### src/inc/prs_pkg.sv
// Shared constants for the process loop run sequencer
package prs_pkg;
    // ------------------------------------------------------------
    // Register byte offsets
    // ------------------------------------------------------------
    localparam logic [7:0] OFS_CTRL = 8'h00;
    localparam logic [7:0] OFS_UNIT_SEL = 8'h04;
    localparam logic [7:0] OFS_UNIT_GAIN = 8'h08;
    localparam logic [7:0] OFS_UNIT_SCALE = 8'h0C;
    localparam logic [7:0] OFS_PRI_GAINS = 8'h10;
    localparam logic [7:0] OFS_SEC_GAIN = 8'h14;
    localparam logic [7:0] OFS_PRE_FREQ = 8'h18;
    localparam logic [7:0] OFS_PRE_EXIT = 8'h1C;
    localparam logic [7:0] OFS_PRE_DELAY = 8'h20;
    localparam logic [7:0] OFS_SLEEP_DT = 8'h24;
    localparam logic [7:0] OFS_SLEEP_FREQ = 8'h28;
    localparam logic [7:0] OFS_WAKE_LEVEL = 8'h2C;
    localparam logic [7:0] OFS_WAKE_MODE = 8'h30;
    localparam logic [7:0] OFS_STATUS = 8'h34;
    localparam logic [7:0] OFS_SCALED_FB = 8'h38;
    localparam logic [7:0] OFS_IRQ_STAT = 8'h3C;
    localparam logic [7:0] OFS_IRQ_CLR = 8'h40;
    localparam logic [7:0] OFS_IRQ_EN = 8'h44;
    localparam logic [7:0] OFS_IN_FUNC = 8'h50;
    // ------------------------------------------------------------
    // Field positions and reset values
    // ------------------------------------------------------------
    localparam int CTRL_RUN = 0;
    localparam int CTRL_PRELUDE = 1;
    localparam int IRQ_W = 4;
    localparam int IRQ_PRE_EXIT = 0;
    localparam int IRQ_SLEEP = 1;
    localparam int IRQ_WAKE = 2;
    localparam int IRQ_TRIP = 3;
    localparam int ST_BYPASS = 3;
    localparam int ST_SWAP = 4;
    localparam int ST_TRIP = 5;
    localparam logic [15:0] UNIT_GAIN_RST = 16'h0100;
    localparam logic [3:0] UNIT_SCALE_RST = 4'h8;
    // ------------------------------------------------------------
    // Display units, input functions and wake modes
    // ------------------------------------------------------------
    localparam logic [3:0] UNIT_PERCENT = 4'h0;
    localparam logic [3:0] UNIT_VOLT = 4'h7;
    localparam logic [3:0] UNIT_AMP = 4'h8;
    localparam logic [3:0] UNIT_KW = 4'h9;
    localparam logic [3:0] UNIT_HP = 4'hA;
    localparam logic [3:0] UNIT_DEG_C = 4'hB;
    localparam logic [3:0] UNIT_DEG_F = 4'hC;
    localparam logic [7:0] FUNC_LOOP_BYPASS = 8'h17;
    localparam logic [7:0] FUNC_GAIN_SWAP = 8'h18;
    localparam logic [1:0] WAKE_BELOW = 2'h0;
    localparam logic [1:0] WAKE_ABOVE = 2'h1;
    localparam logic [1:0] WAKE_BEYOND = 2'h2;
    // ------------------------------------------------------------
    // Timing and sequencer states
    // ------------------------------------------------------------
    localparam int CLK_MHZ = 125;
    localparam int TICK_US = 1000;
    localparam int TICK_CYCLES = CLK_MHZ * TICK_US;
    typedef enum logic [2:0] {
        ST_IDLE = 3'b000,
        ST_PRELUDE = 3'b001,
        ST_RUNPID = 3'b011,
        ST_SLEEPING = 3'b010,
        ST_TRIPPED = 3'b110
    } prs_state_t;
endpackage

### src/hdl/prs_hold_timer.sv
// Delay timer that expires once a condition has held long enough
`timescale 1ns/1ps
module prs_hold_timer #(
    parameter int W = 16
) (
    // Clock and control
    input wire logic clk,
    input wire logic rstn,
    input wire logic ce,
    input wire logic tick,
    // Condition and limit
    input wire logic cond,
    input wire logic [W-1:0] limit,
    // Result
    output logic expired
);
    logic [W-1:0] cnt_reg;
    logic [W-1:0] cnt_next;

    initial begin
        if (W < 2) $error("prs_hold_timer: W too small");
    end

    always_comb begin
        cnt_next = cnt_reg;
        if (!cond) begin
            cnt_next = '0;
        end else if (tick && cnt_reg < limit) begin
            cnt_next = cnt_reg + 1'b1;
        end
    end

    always_ff @(posedge clk) begin
        if (!rstn) begin
            cnt_reg <= '0;
        end else if (ce) begin
            cnt_reg <= cnt_next;
        end
    end

    assign expired = cond && (cnt_reg >= limit);
endmodule

### src/hdl/prs_unit_scaler.sv
// Sizes the feedback into the selected display unit
`timescale 1ns/1ps
module prs_unit_scaler #(
    parameter int W = 16
) (
    // Clock and control
    input wire logic clk,
    input wire logic rstn,
    input wire logic ce,
    // Value and factors
    input wire logic [W-1:0] value,
    input wire logic [15:0] gain,
    input wire logic [3:0] scale,
    // Result
    output logic [31:0] scaled
);
    logic [31:0] scaled_reg;
    logic [31:0] scaled_next;
    logic [W+15:0] prod;

    initial begin
        if (W > 16) $error("prs_unit_scaler: W above 16");
    end

    always_comb begin
        prod = value * gain;
        scaled_next = 32'(prod >> scale);
    end

    always_ff @(posedge clk) begin
        if (!rstn) begin
            scaled_reg <= '0;
        end else if (ce) begin
            scaled_reg <= scaled_next;
        end
    end

    assign scaled = scaled_reg;
endmodule

### src/hdl/prs_top.sv
// Run sequencer around the process loop: prelude, sleep, wake, bypass
`timescale 1ns/1ps
// Functional notes
// - Display unit codes 7 V, 8 A, 9 kW, 10 HP, 11 degC, 12 degF.
// - Feedback is sized by unit gain and unit scale for the display.
// - Input set to function 24 and active selects secondary proportional gain.
// - Run in prelude mode accelerates plainly up to prelude frequency.
// - Feedback above exit level ends prelude and starts closed loop.
// - Nonzero fail delay with feedback held low trips and blocks output.
// - Frequency below sleep frequency for sleep delay stops and sleeps.
// - Sleep keeps operation stopped until the selected wake condition holds.
// - Wake mode 0 wakes when feedback falls below wake level.
// - Wake mode 1 wakes when feedback rises above wake level.
// - Wake mode 2 wakes when reference minus feedback exceeds wake level.
// - Input set to function 23 on runs open loop; off resumes loop.
module prs_top #(
    parameter int FW = 16,
    parameter int N_IN = 7,
    parameter int TICK_CYC = prs_pkg::TICK_CYCLES,
    parameter logic [15:0] ACCEL_STEP = 16'h0010
) (
    // Clock, reset, enable
    input wire logic clk,
    input wire logic rstn,
    input wire logic ce,
    // APB slave
    input wire logic psel,
    input wire logic penable,
    input wire logic pwrite,
    input wire logic [7:0] paddr,
    input wire logic [31:0] pwdata,
    output logic [31:0] prdata,
    output logic pready,
    output logic pslverr,
    // Terminals and process values
    input wire logic [N_IN-1:0] mf_in,
    input wire logic [FW-1:0] feedback,
    input wire logic [FW-1:0] reference,
    input wire logic [FW-1:0] loop_freq,
    input wire logic [FW-1:0] open_freq,
    // To power stage and loop arithmetic
    output logic [FW-1:0] freq_cmd,
    output logic drive_enable,
    output logic loop_active,
    output logic [15:0] prop_gain,
    output logic [15:0] integral_gain,
    output logic [3:0] display_unit_select,
    output logic irq
);
    initial begin
        if (FW > 16 || FW < 4) $error("prs_top: FW must be 4..16");
        if (N_IN < 1 || N_IN > 8) $error("prs_top: N_IN must be 1..8");
        if (TICK_CYC < 1) $error("prs_top: TICK_CYC must be positive");
    end

    // ------------------------------------------------------------
    // Register file
    // ------------------------------------------------------------
    logic [1:0] ctrl_reg, ctrl_next;
    logic [3:0] unit_reg, unit_next;
    logic [15:0] ugain_reg, ugain_next;
    logic [3:0] uscale_reg, uscale_next;
    logic [31:0] pgains_reg, pgains_next;
    logic [15:0] sgain_reg, sgain_next;
    logic [FW-1:0] pre_freq_reg, pre_freq_next;
    logic [FW-1:0] pre_exit_reg, pre_exit_next;
    logic [15:0] pre_dly_reg, pre_dly_next;
    logic [15:0] sleep_dt_reg, sleep_dt_next;
    logic [FW-1:0] sleep_freq_reg, sleep_freq_next;
    logic [FW-1:0] wake_lvl_reg, wake_lvl_next;
    logic [1:0] wake_mode_reg, wake_mode_next;
    logic [prs_pkg::IRQ_W-1:0] istat_reg, istat_next;
    logic [prs_pkg::IRQ_W-1:0] ien_reg, ien_next;
    logic [7:0] func_reg [N_IN];
    logic [7:0] func_next [N_IN];
    logic [31:0] prdata_reg, prdata_next;
    logic slverr_reg, slverr_next;
    logic [31:0] scaled_fb;
    logic [31:0] rd_mux;
    logic rd_hit;
    logic [prs_pkg::IRQ_W-1:0] ev;
    logic setup, wr_acc;
    logic [5:0] status;

    assign setup = psel && !penable;
    assign wr_acc = psel && penable && pwrite && ce;

    always_comb begin
        rd_hit = 1'b1;
        rd_mux = '0;
        case (paddr)
            prs_pkg::OFS_CTRL: rd_mux = 32'(ctrl_reg);
            prs_pkg::OFS_UNIT_SEL: rd_mux = 32'(unit_reg);
            prs_pkg::OFS_UNIT_GAIN: rd_mux = 32'(ugain_reg);
            prs_pkg::OFS_UNIT_SCALE: rd_mux = 32'(uscale_reg);
            prs_pkg::OFS_PRI_GAINS: rd_mux = pgains_reg;
            prs_pkg::OFS_SEC_GAIN: rd_mux = 32'(sgain_reg);
            prs_pkg::OFS_PRE_FREQ: rd_mux = 32'(pre_freq_reg);
            prs_pkg::OFS_PRE_EXIT: rd_mux = 32'(pre_exit_reg);
            prs_pkg::OFS_PRE_DELAY: rd_mux = 32'(pre_dly_reg);
            prs_pkg::OFS_SLEEP_DT: rd_mux = 32'(sleep_dt_reg);
            prs_pkg::OFS_SLEEP_FREQ: rd_mux = 32'(sleep_freq_reg);
            prs_pkg::OFS_WAKE_LEVEL: rd_mux = 32'(wake_lvl_reg);
            prs_pkg::OFS_WAKE_MODE: rd_mux = 32'(wake_mode_reg);
            prs_pkg::OFS_STATUS: rd_mux = 32'(status);
            prs_pkg::OFS_SCALED_FB: rd_mux = scaled_fb;
            prs_pkg::OFS_IRQ_STAT: rd_mux = 32'(istat_reg);
            prs_pkg::OFS_IRQ_CLR: rd_mux = '0;
            prs_pkg::OFS_IRQ_EN: rd_mux = 32'(ien_reg);
            default: begin
                rd_hit = 1'b0;
                for (int i = 0; i < N_IN; i++) begin
                    if (paddr == 8'(prs_pkg::OFS_IN_FUNC + 4 * i)) begin
                        rd_hit = 1'b1;
                        rd_mux = 32'(func_reg[i]);
                    end
                end
            end
        endcase
    end

    always_comb begin
        ctrl_next = ctrl_reg;
        unit_next = unit_reg;
        ugain_next = ugain_reg;
        uscale_next = uscale_reg;
        pgains_next = pgains_reg;
        sgain_next = sgain_reg;
        pre_freq_next = pre_freq_reg;
        pre_exit_next = pre_exit_reg;
        pre_dly_next = pre_dly_reg;
        sleep_dt_next = sleep_dt_reg;
        sleep_freq_next = sleep_freq_reg;
        wake_lvl_next = wake_lvl_reg;
        wake_mode_next = wake_mode_reg;
        ien_next = ien_reg;
        func_next = func_reg;
        prdata_next = prdata_reg;
        slverr_next = slverr_reg;
        istat_next = istat_reg;
        if (setup) begin
            prdata_next = pwrite ? '0 : rd_mux;
            slverr_next = !rd_hit;
        end
        if (wr_acc && rd_hit) begin
            case (paddr)
                prs_pkg::OFS_CTRL: ctrl_next = pwdata[1:0];
                prs_pkg::OFS_UNIT_SEL: begin
                    // Codes above degrees F are not a unit; kept out
                    if (pwdata[3:0] <= prs_pkg::UNIT_DEG_F) begin
                        unit_next = pwdata[3:0];
                    end
                end
                prs_pkg::OFS_UNIT_GAIN: ugain_next = pwdata[15:0];
                prs_pkg::OFS_UNIT_SCALE: uscale_next = pwdata[3:0];
                prs_pkg::OFS_PRI_GAINS: pgains_next = pwdata;
                prs_pkg::OFS_SEC_GAIN: sgain_next = pwdata[15:0];
                prs_pkg::OFS_PRE_FREQ: pre_freq_next = pwdata[FW-1:0];
                prs_pkg::OFS_PRE_EXIT: pre_exit_next = pwdata[FW-1:0];
                prs_pkg::OFS_PRE_DELAY: pre_dly_next = pwdata[15:0];
                prs_pkg::OFS_SLEEP_DT: sleep_dt_next = pwdata[15:0];
                prs_pkg::OFS_SLEEP_FREQ: sleep_freq_next = pwdata[FW-1:0];
                prs_pkg::OFS_WAKE_LEVEL: wake_lvl_next = pwdata[FW-1:0];
                prs_pkg::OFS_WAKE_MODE: wake_mode_next = pwdata[1:0];
                prs_pkg::OFS_IRQ_CLR: istat_next = istat_reg & ~pwdata[prs_pkg::IRQ_W-1:0];
                prs_pkg::OFS_IRQ_EN: ien_next = pwdata[prs_pkg::IRQ_W-1:0];
                default: begin
                    for (int i = 0; i < N_IN; i++) begin
                        if (paddr == 8'(prs_pkg::OFS_IN_FUNC + 4 * i)) begin
                            func_next[i] = pwdata[7:0];
                        end
                    end
                end
            endcase
        end
        // New events win over a clear in the same cycle
        istat_next = istat_next | ev;
    end

    always_ff @(posedge clk) begin
        if (!rstn) begin
            ctrl_reg <= '0;
            unit_reg <= prs_pkg::UNIT_PERCENT;
            ugain_reg <= prs_pkg::UNIT_GAIN_RST;
            uscale_reg <= prs_pkg::UNIT_SCALE_RST;
            pgains_reg <= '0;
            sgain_reg <= '0;
            pre_freq_reg <= '0;
            pre_exit_reg <= '0;
            pre_dly_reg <= '0;
            sleep_dt_reg <= '0;
            sleep_freq_reg <= '0;
            wake_lvl_reg <= '0;
            wake_mode_reg <= prs_pkg::WAKE_BELOW;
            istat_reg <= '0;
            ien_reg <= '0;
            for (int i = 0; i < N_IN; i++) begin
                func_reg[i] <= '0;
            end
            prdata_reg <= '0;
            slverr_reg <= 1'b0;
        end else if (ce) begin
            ctrl_reg <= ctrl_next;
            unit_reg <= unit_next;
            ugain_reg <= ugain_next;
            uscale_reg <= uscale_next;
            pgains_reg <= pgains_next;
            sgain_reg <= sgain_next;
            pre_freq_reg <= pre_freq_next;
            pre_exit_reg <= pre_exit_next;
            pre_dly_reg <= pre_dly_next;
            sleep_dt_reg <= sleep_dt_next;
            sleep_freq_reg <= sleep_freq_next;
            wake_lvl_reg <= wake_lvl_next;
            wake_mode_reg <= wake_mode_next;
            istat_reg <= istat_next;
            ien_reg <= ien_next;
            func_reg <= func_next;
            prdata_reg <= prdata_next;
            slverr_reg <= slverr_next;
        end
    end

    assign prdata = prdata_reg;
    assign pready = ce;
    assign pslverr = slverr_reg && psel && penable;
    assign irq = |(istat_reg & ien_reg);

    // ------------------------------------------------------------
    // Terminal functions
    // ------------------------------------------------------------
    logic [N_IN-1:0] swap_hits, bypass_hits;
    logic gain_swap, loop_bypass;

    for (genvar g = 0; g < N_IN; g++) begin : g_term
        assign swap_hits[g] = mf_in[g] && func_reg[g] == prs_pkg::FUNC_GAIN_SWAP;
        assign bypass_hits[g] = mf_in[g] && func_reg[g] == prs_pkg::FUNC_LOOP_BYPASS;
    end
    assign gain_swap = |swap_hits;
    assign loop_bypass = |bypass_hits;

    // ------------------------------------------------------------
    // Sequencer
    // ------------------------------------------------------------
    prs_pkg::prs_state_t st_reg, st_next;
    logic [FW-1:0] freq_reg, freq_next;
    logic [31:0] tick_cnt_reg, tick_cnt_next;
    logic tick, run, pre_fail, sleep_due, wake_ok, in_pid;
    logic signed [FW:0] err;

    assign run = ctrl_reg[prs_pkg::CTRL_RUN];
    assign tick = tick_cnt_reg == 32'(TICK_CYC - 1);
    assign in_pid = st_reg == prs_pkg::ST_RUNPID && !loop_bypass;
    assign err = $signed({1'b0, reference}) - $signed({1'b0, feedback});

    always_comb begin
        tick_cnt_next = tick ? '0 : tick_cnt_reg + 1'b1;
        case (wake_mode_reg)
            prs_pkg::WAKE_BELOW: wake_ok = feedback < wake_lvl_reg;
            prs_pkg::WAKE_ABOVE: wake_ok = feedback > wake_lvl_reg;
            prs_pkg::WAKE_BEYOND: wake_ok = err > $signed({1'b0, wake_lvl_reg});
            default: wake_ok = 1'b0;
        endcase
    end

    prs_hold_timer #(.W(16)) u_pre_timer (
        .clk(clk),
        .rstn(rstn),
        .ce(ce),
        .tick(tick),
        .cond(st_reg == prs_pkg::ST_PRELUDE && feedback <= pre_exit_reg),
        .limit(pre_dly_reg),
        .expired(pre_fail)
    );

    prs_hold_timer #(.W(16)) u_sleep_timer (
        .clk(clk),
        .rstn(rstn),
        .ce(ce),
        .tick(tick),
        .cond(in_pid && freq_reg < sleep_freq_reg),
        .limit(sleep_dt_reg),
        .expired(sleep_due)
    );

    prs_unit_scaler #(.W(FW)) u_scaler (
        .clk(clk),
        .rstn(rstn),
        .ce(ce),
        .value(feedback),
        .gain(ugain_reg),
        .scale(uscale_reg),
        .scaled(scaled_fb)
    );

    always_comb begin
        st_next = st_reg;
        freq_next = freq_reg;
        ev = '0;
        case (st_reg)
            prs_pkg::ST_IDLE: begin
                freq_next = '0;
                if (run) begin
                    st_next = ctrl_reg[prs_pkg::CTRL_PRELUDE] ?
                        prs_pkg::ST_PRELUDE : prs_pkg::ST_RUNPID;
                end
            end
            prs_pkg::ST_PRELUDE: begin
                if (tick) begin
                    if (pre_freq_reg - freq_reg > ACCEL_STEP[FW-1:0]) begin
                        freq_next = freq_reg + ACCEL_STEP[FW-1:0];
                    end else begin
                        freq_next = pre_freq_reg;
                    end
                end
                if (freq_reg > pre_freq_reg) begin
                    freq_next = pre_freq_reg;
                end
                if (feedback > pre_exit_reg) begin
                    st_next = prs_pkg::ST_RUNPID;
                    ev[prs_pkg::IRQ_PRE_EXIT] = 1'b1;
                end else if (pre_dly_reg != '0 && pre_fail) begin
                    st_next = prs_pkg::ST_TRIPPED;
                    freq_next = '0;
                    ev[prs_pkg::IRQ_TRIP] = 1'b1;
                end
            end
            prs_pkg::ST_RUNPID: begin
                freq_next = loop_bypass ? open_freq : loop_freq;
                if (in_pid && sleep_due) begin
                    st_next = prs_pkg::ST_SLEEPING;
                    freq_next = '0;
                    ev[prs_pkg::IRQ_SLEEP] = 1'b1;
                end
            end
            prs_pkg::ST_SLEEPING: begin
                freq_next = '0;
                if (wake_ok) begin
                    st_next = prs_pkg::ST_RUNPID;
                    ev[prs_pkg::IRQ_WAKE] = 1'b1;
                end
            end
            prs_pkg::ST_TRIPPED: freq_next = '0;
            default: st_next = prs_pkg::ST_IDLE;
        endcase
        if (!run) begin
            st_next = prs_pkg::ST_IDLE;
            freq_next = '0;
        end
    end

    always_ff @(posedge clk) begin
        if (!rstn) begin
            st_reg <= prs_pkg::ST_IDLE;
            freq_reg <= '0;
            tick_cnt_reg <= '0;
        end else if (ce) begin
            st_reg <= st_next;
            freq_reg <= freq_next;
            tick_cnt_reg <= tick_cnt_next;
        end
    end

    // ------------------------------------------------------------
    // Outputs
    // ------------------------------------------------------------
    assign status = {st_reg == prs_pkg::ST_TRIPPED, gain_swap, loop_bypass, st_reg};
    assign freq_cmd = freq_reg;
    assign drive_enable = st_reg == prs_pkg::ST_PRELUDE || st_reg == prs_pkg::ST_RUNPID;
    assign loop_active = in_pid;
    assign prop_gain = gain_swap ? sgain_reg : pgains_reg[15:0];
    assign integral_gain = pgains_reg[31:16];
    assign display_unit_select = unit_reg;
endmodule

### config.mk
export PLATFORM = sky130hd
export DESIGN_NAME = prs_top
export DESIGN_NICKNAME = d
export VERILOG_FILES = /design/src/inc/prs_pkg.sv /design/src/hdl/prs_hold_timer.sv /design/src/hdl/prs_unit_scaler.sv /design/src/hdl/prs_top.sv
export SDC_FILE = /design/constraint.sdc
export NUM_CORES = 2
export LEC_CHECK = 0
export ABC_AREA = 1
export BUFFER_PORTS_ARGS = -buffer_cell sky130_fd_sc_hd__buf_4
export CAP_MARGIN = 20
export CORE_UTILIZATION = 62
export DETAILED_ROUTE_END_ITERATION = 10
export PLACE_DENSITY = 0.82
export SLEW_MARGIN = 20
export SYNTH_ARGS = -nofsm -noshare
export SYNTH_HDL_FRONTEND = slang
export SYNTH_SLANG_ARGS = --single-unit
### constraint.sdc
create_clock -name clk -period 10 [get_ports clk]
set_input_delay 2 -clock clk [delete_from_list [all_inputs] [get_ports clk]]
set_output_delay 2 -clock clk [all_outputs]
set_load 0.02 [all_outputs]
# --- After elaboration in Yosys (flattened, before gate mapping) ---
# Index checks and enable logic that the tools add are counted.
totals:
  regBits: 384
  input_bits: 117
  out_inout_bits: 89
op_classes:
  add_sub_neg: 6
  mul: 1
  order_cmp: 13
  n_eq_ne: 52
  n_shift: 1
  mux: 51
  bitwise_logic: 5
  reduce_logical: 70
op_table:
  columns: ["cell", "count"]
  rows:
  - ["32-bit one-hot mux with 18 select lines", 1]
  - ["32-bit two-way mux", 8]
  - ["16-bit two-way mux", 13]
  - ["8-bit by 5-bit == test with 1-bit output (second input constant)", 18]
  - ["8-bit by 7-bit == test with 1-bit output (second input constant)", 9]
  - ["8-bit by 6-bit == test with 1-bit output (second input constant)", 8]
  - ["16-bit less-than comparator", 4]
  - ["16-bit > comparator", 3]
  - ["16-bit one-hot mux with 3 select lines", 1]
  - ["3-bit AND reduction", 13]
  - ["16-bit by 1-bit adder with 16-bit output (second input constant)", 2]
  - ["32-bit by 1-bit adder with 32-bit output (second input constant)", 1]
  - ["32-bit by 17-bit == test with 1-bit output (second input constant)", 1]
  - ["16-bit greater-or-equal comparator", 2]
  - ["16-bit by 16-bit multiplier with 32-bit output", 1]
  - ["4-bit AND reduction", 8]
  - ["32-bit by 4-bit >> shifter with 32-bit output", 1]
  - ["1-bit logical AND", 30]
  - ["18-bit OR reduction", 1]
  - ["17-bit > comparator", 1]
  - ["1-bit two-way mux", 17]
  - ["16-bit by 16-bit subtractor with 17-bit output", 1]
  - ["16-bit by 5-bit adder with 16-bit output (second input constant)", 1]
  - ["8-bit by 4-bit == test with 1-bit output (second input constant)", 2]
  - ["36 further kinds", 52]

# --- Logic depth before layout (Yosys ltp) ---
logic_depth:
  depth_word: 12
  depth_mapped: 34
  depth_no_buf: 32

# --- Cells and area by module ---
# A second synthesis with hierarchy kept.
hier_totals:
  cells_unflattened: 5041
  area_unflattened_um2: 33682.3
by_module_without_submodules:
  columns: ["mod", "instances", "cells_each", "area_each_um2", "seq_area_each_um2"]
  rows:
  - ["prs_top", 1, 2772, 18815.5, 6406.1]
  - ["prs_unit_scaler", 1, 1787, 11886.4, 640.6]
  - ["prs_hold_timer", 2, 241, 1490.2, 320.3]

# --- Worst setup path after synthesis ---
# OpenSTA, ideal clock, no wires.
synth_timing:
  path_type: "input to register"
  start: "input feedback[9]"
  end: "register u_scaler.scaled_reg[16], in the netlist u_scaler.scaled[16]"
  setup_ps: 128
  arrival_ps: 7334
  required_time_ps: 9872
  setup_slack_ps: 2538
  path_stages: 26
  n_path_buf: 2
  path_cell_list: "clkbuf_1 > clkbuf_1 > nand2_1 > fa_1 > fa_1 > fa_1 > fa_1 > inv_1 > fa_1 > inv_1 > fa_1 > inv_1 > ha_1 > nand2_1 > nor2_1 > inv_1 > o21ai_0 > nand2_1 > nand3_1 > nand3_1 > nand3_1 > nand3_1 > nand3_1 > nand2_1 > nor2_1 > nor2_1"
synth_via:
  elab_chain_cells: 2
synth_lines:
  columns: ["element", "line", "source"]
  rows:
  - ["start, declared", "prs_top.sv:37", "input wire logic [FW-1:0] feedback,"]
  - ["16-bit by 16-bit multiplier with 32-bit output", "prs_unit_scaler.sv:26", "prod = value * gain;"]
  - ["32-bit by 4-bit >> shifter with 32-bit output", "prs_unit_scaler.sv:27", "scaled_next = 32'(prod >> scale);"]
  - ["end signal, assigned", "prs_unit_scaler.sv:34", "scaled_reg <= scaled_next;"]
  - ["end, declared", "prs_unit_scaler.sv:17", "logic [31:0] scaled_reg;"]
# No other way between the ends.
# A chain may end at the register's enable or synchronous reset.

# --- Worst setup path in the final report ---
layout_timing:
  start: "input feedback[10]"
  end: "register u_scaler.scaled_reg[16], in the netlist u_scaler.scaled[16]"
# The elaborated chain is that of the path after synthesis.

==> results.tsv <==
stage	metric	value	unit
global_routing	antenna_found_initial	0	
floorplan	rows	83	
worst_setup_path	crit_type	in -> reg	
synthesis	synth-seq-area-share	23.8	%
synthesis	yosys.area.top_type	dfxtp_1	
global_routing	grt_overflow	0	
global_routing	grt_pass1_wl	168000	um
clocking	clk_pin_slew	60	ps
synthesis	yosys.cell_types.count	55	
routing	drc	0	
synthesis	synth_async_sr_flop_share	0	%
power	seq_power_share	43.6	%
worst_setup_path	slowest_delay	570	ps
finish	utilization	68.7	%
floorplan	die_h	230	um
finish	insertedDiodeCount	0	
routing	dr.pass1.iters	6	
routing	detail-route-antenna-nets	0	
synthesis	yosys-top-cells-area	dfxtp_1 24%, fa_1 12%, nand2_1 12%	
worst_setup_path	path_max_fanout	19	
routing	wl_per_cell	19.7	um
global_routing	grtUsageTotal	40.2	%
power	p_leak	16.3	nW
worst_setup_path	path_common_cell	fa_1	
power	clkPwrFrac	46.9	%
sta	slew_violations	0	
floorplan	die_area	53000	um^2
synthesis	synth_area	32300	um^2
worst_setup_path	cp-end-kind	flop	
clocking	root_buffer	clkbuf_16	
sta	finalSetupViolCount	0	
clocking	post_cts_resize_count	0	
global_routing	grt_pass1_vias	30700	
routing	wirelength	108000	um
sta	fmax	0.135	GHz
sta	tns	0	ps
clocking	insertion_delay	570	ps
synthesis	yosys_warnings	0	
clocking	h-tree-depth	2	
sta	max_slew_margin	30.6	%
synthesis	yosysTopAreaCellShare	23.8	%
routing	viasPerCell	5.98	
clocking	cts.path.max_buffers	3	
worst_setup_path	start_kind	input pin	
clocking	tritoncts	yes	
routing	drt_iter0_drc	3385	
clocking	cts_setup_buffers	0	
power	power_switching	0.910	mW
power	swShare	25.7	%
power	power_density	100	nW/um^2
place	dpl_cell_area	33800	um^2
power	total_power	3.54	mW
worst_setup_path	required	10430	ps
outcome	status	finished clean	
floorplan	io_pins	206	
sta	fin_skew	17.2	ps
global_routing	grt_max_degree	103	
clocking	clock_sinks	384	
power	p_int	2.63	mW
finish	area_growth	9.31	%
run	max_cap_viol_count	0	
place	gp_congestion	1.03	
worst_setup_path	cpMaxStageDelayCell	fa_1	
synthesis	synth_nets	5276	
worst_hold_path	holdCritPathClass	reg -> reg	
place	io_buffers	205	
synthesis	synth_edf_count	0	
synthesis	ys_ff_latch	384	
sta	period_share	74.3	%
floorplan	die_width	230	um
synthesis	syn_inst	4728	
worst_setup_path	cp.arrival	7860	ps
sta	rsz0062_at_grt	false	
floorplan	coreArea	51400	um^2
synthesis	syn_avg_cell_area	6.83	um^2
power	max-vdd-ir-drop	112	uV
finish	design_area	35300	um^2
synthesis	synthFlopType	dfxtp_1	
clocking	cts_buffers	41	
sta	worstMarginPinSlew	1030	ps
sta	hold_violations	0	
finish	final_nets	5307	
floorplan	start_util	62.8	%
power	pwr-share-comb	9.6	%
finish	largest_reg_flops	56	
clocking	cts_hold_buf	0	
finish	drive_gt1_share	7.35	%
sta	min_period	7430	ps
routing	vias	32700	
place	dp_hpwl	81300	um
## power by group through the flow
stage	sequential, mW	combinational, mW	clock, mW
6_report	1.54	0.339	1.66
5_1_grt	1.54	0.371	1.71
4_1_cts	1.54	0.329	1.65
3_5_place_dp	1.57	0.327	0
3_3_place_gp	1.57	0.321	0
2_1_floorplan	1.57	0.207	0
## cells in the final DEF, fill, tap and decap left out, types with 15 or more instances in the layout
master,netlist,final
nand2_1,1005,1005
xor2_1,36,36
dfxtp_1,384,383
o22ai_1,33,33
fa_1,196,196
buf_4,21,223
nor3_1,72,72
a221oi_1,26,26
nand4_1,66,66
nor2_1,247,245
o21ai_0,265,265
nand3_1,319,319
a21oi_1,472,472
nor4_1,24,24
o211ai_1,16,16
o2111ai_1,21,21
clkbuf_16,0,42
inv_1,801,800
a31oi_1,24,24
clkinv_1,15,15
ha_1,235,235
o21ai_1,95,94
## cell usage after synthesis, types with 4 or more instances
cell,n
a211oi_1,9
a21boi_0,4
a21o_1,5
a21oi_1,472
a221oi_1,26
a31oi_1,24
buf_1,12
buf_2,34
buf_4,21
clkbuf_1,169
clkinv_1,15
dfxtp_1,384
fa_1,196
ha_1,235
inv_1,801
inv_2,11
nand2_1,1005
nand3_1,319
nand3b_1,12
nand4_1,66
nor2_1,247
nor2_2,12
nor2_4,10
nor3_1,72
nor3_2,4
nor3b_1,5
nor4_1,24
o2111ai_1,21
o211ai_1,16
o21a_1,9
o21ai_0,265
o21ai_1,95
o21bai_1,10
o221ai_1,5
o22ai_1,33
or2_2,6
xnor2_1,13
xor2_1,36
## cell families after synthesis
kind of cell	Yosys count	share of synthesized area [%]
flip-flops	384	23.8
XOR/XNOR	49	1.33
AO/OA/AOI/OAI	1006	16.9
buffers and inverters	1064	12.8
adder cells (fa/ha/maj)	431	21.2
multiplexers	2	0.0620
AND/OR/NAND/NOR	1792	23.8
## worst max-delay path, delay by kind of cell
| kind | cells | cell delay, ps |
|---|---|---|
| buffers and inverters | 5 | 510 |
| adder cells (fa/ha/maj) | 7 | 3470 |
| AND/OR/NAND/NOR | 12 | 1470 |
| AO/OA/AOI/OAI | 1 | 400 |
## area by class of cell
class	instances	area (um^2)
Clock buffer	52	1160
Clock inverter	22	293
Fill cell	4574	16100
Inverter	827	3110
Multi-Input combinational cell	3280	20500
Sequential cell	384	7690
Tap cell	680	851
Timing Repair Buffer	225	1710
## per-stage QoR
step | hold WS, ps | setup WS, ps | std cells
final | 463 | 2570 | 5470
after global routing | 482 | 2210 | 5470
after CTS | 466 | 2650 | 5469
after detailed placement | 456 | 2090 | 5395
after global placement | 454 | 2110 | 5395
after floorplan | 437 | 2540 | 4728
## per-layer routing
layer,vias to the layer above,share of wire [%],GRT usage (%)
li1,15400,-,-
met2,1764,45,63.8
met3,339,10,7.22
met5,-,0,0
met4,0,5.2,19.4
met1,15200,40,53.0
## worst paths after layout
kind           startpoint             endpoint  slack (ps)  depth (start not counted)
min reg2reg    prdata[31]           prdata[31]         460                          2
max reg2reg  ugain_reg[8]  u_scaler.scaled[16]        3300                         25
max          feedback[10]  u_scaler.scaled[16]        2570                         25
min            prdata[31]           prdata[31]         460                          2
No activity file was read; power rests on OpenSTA's default activity.
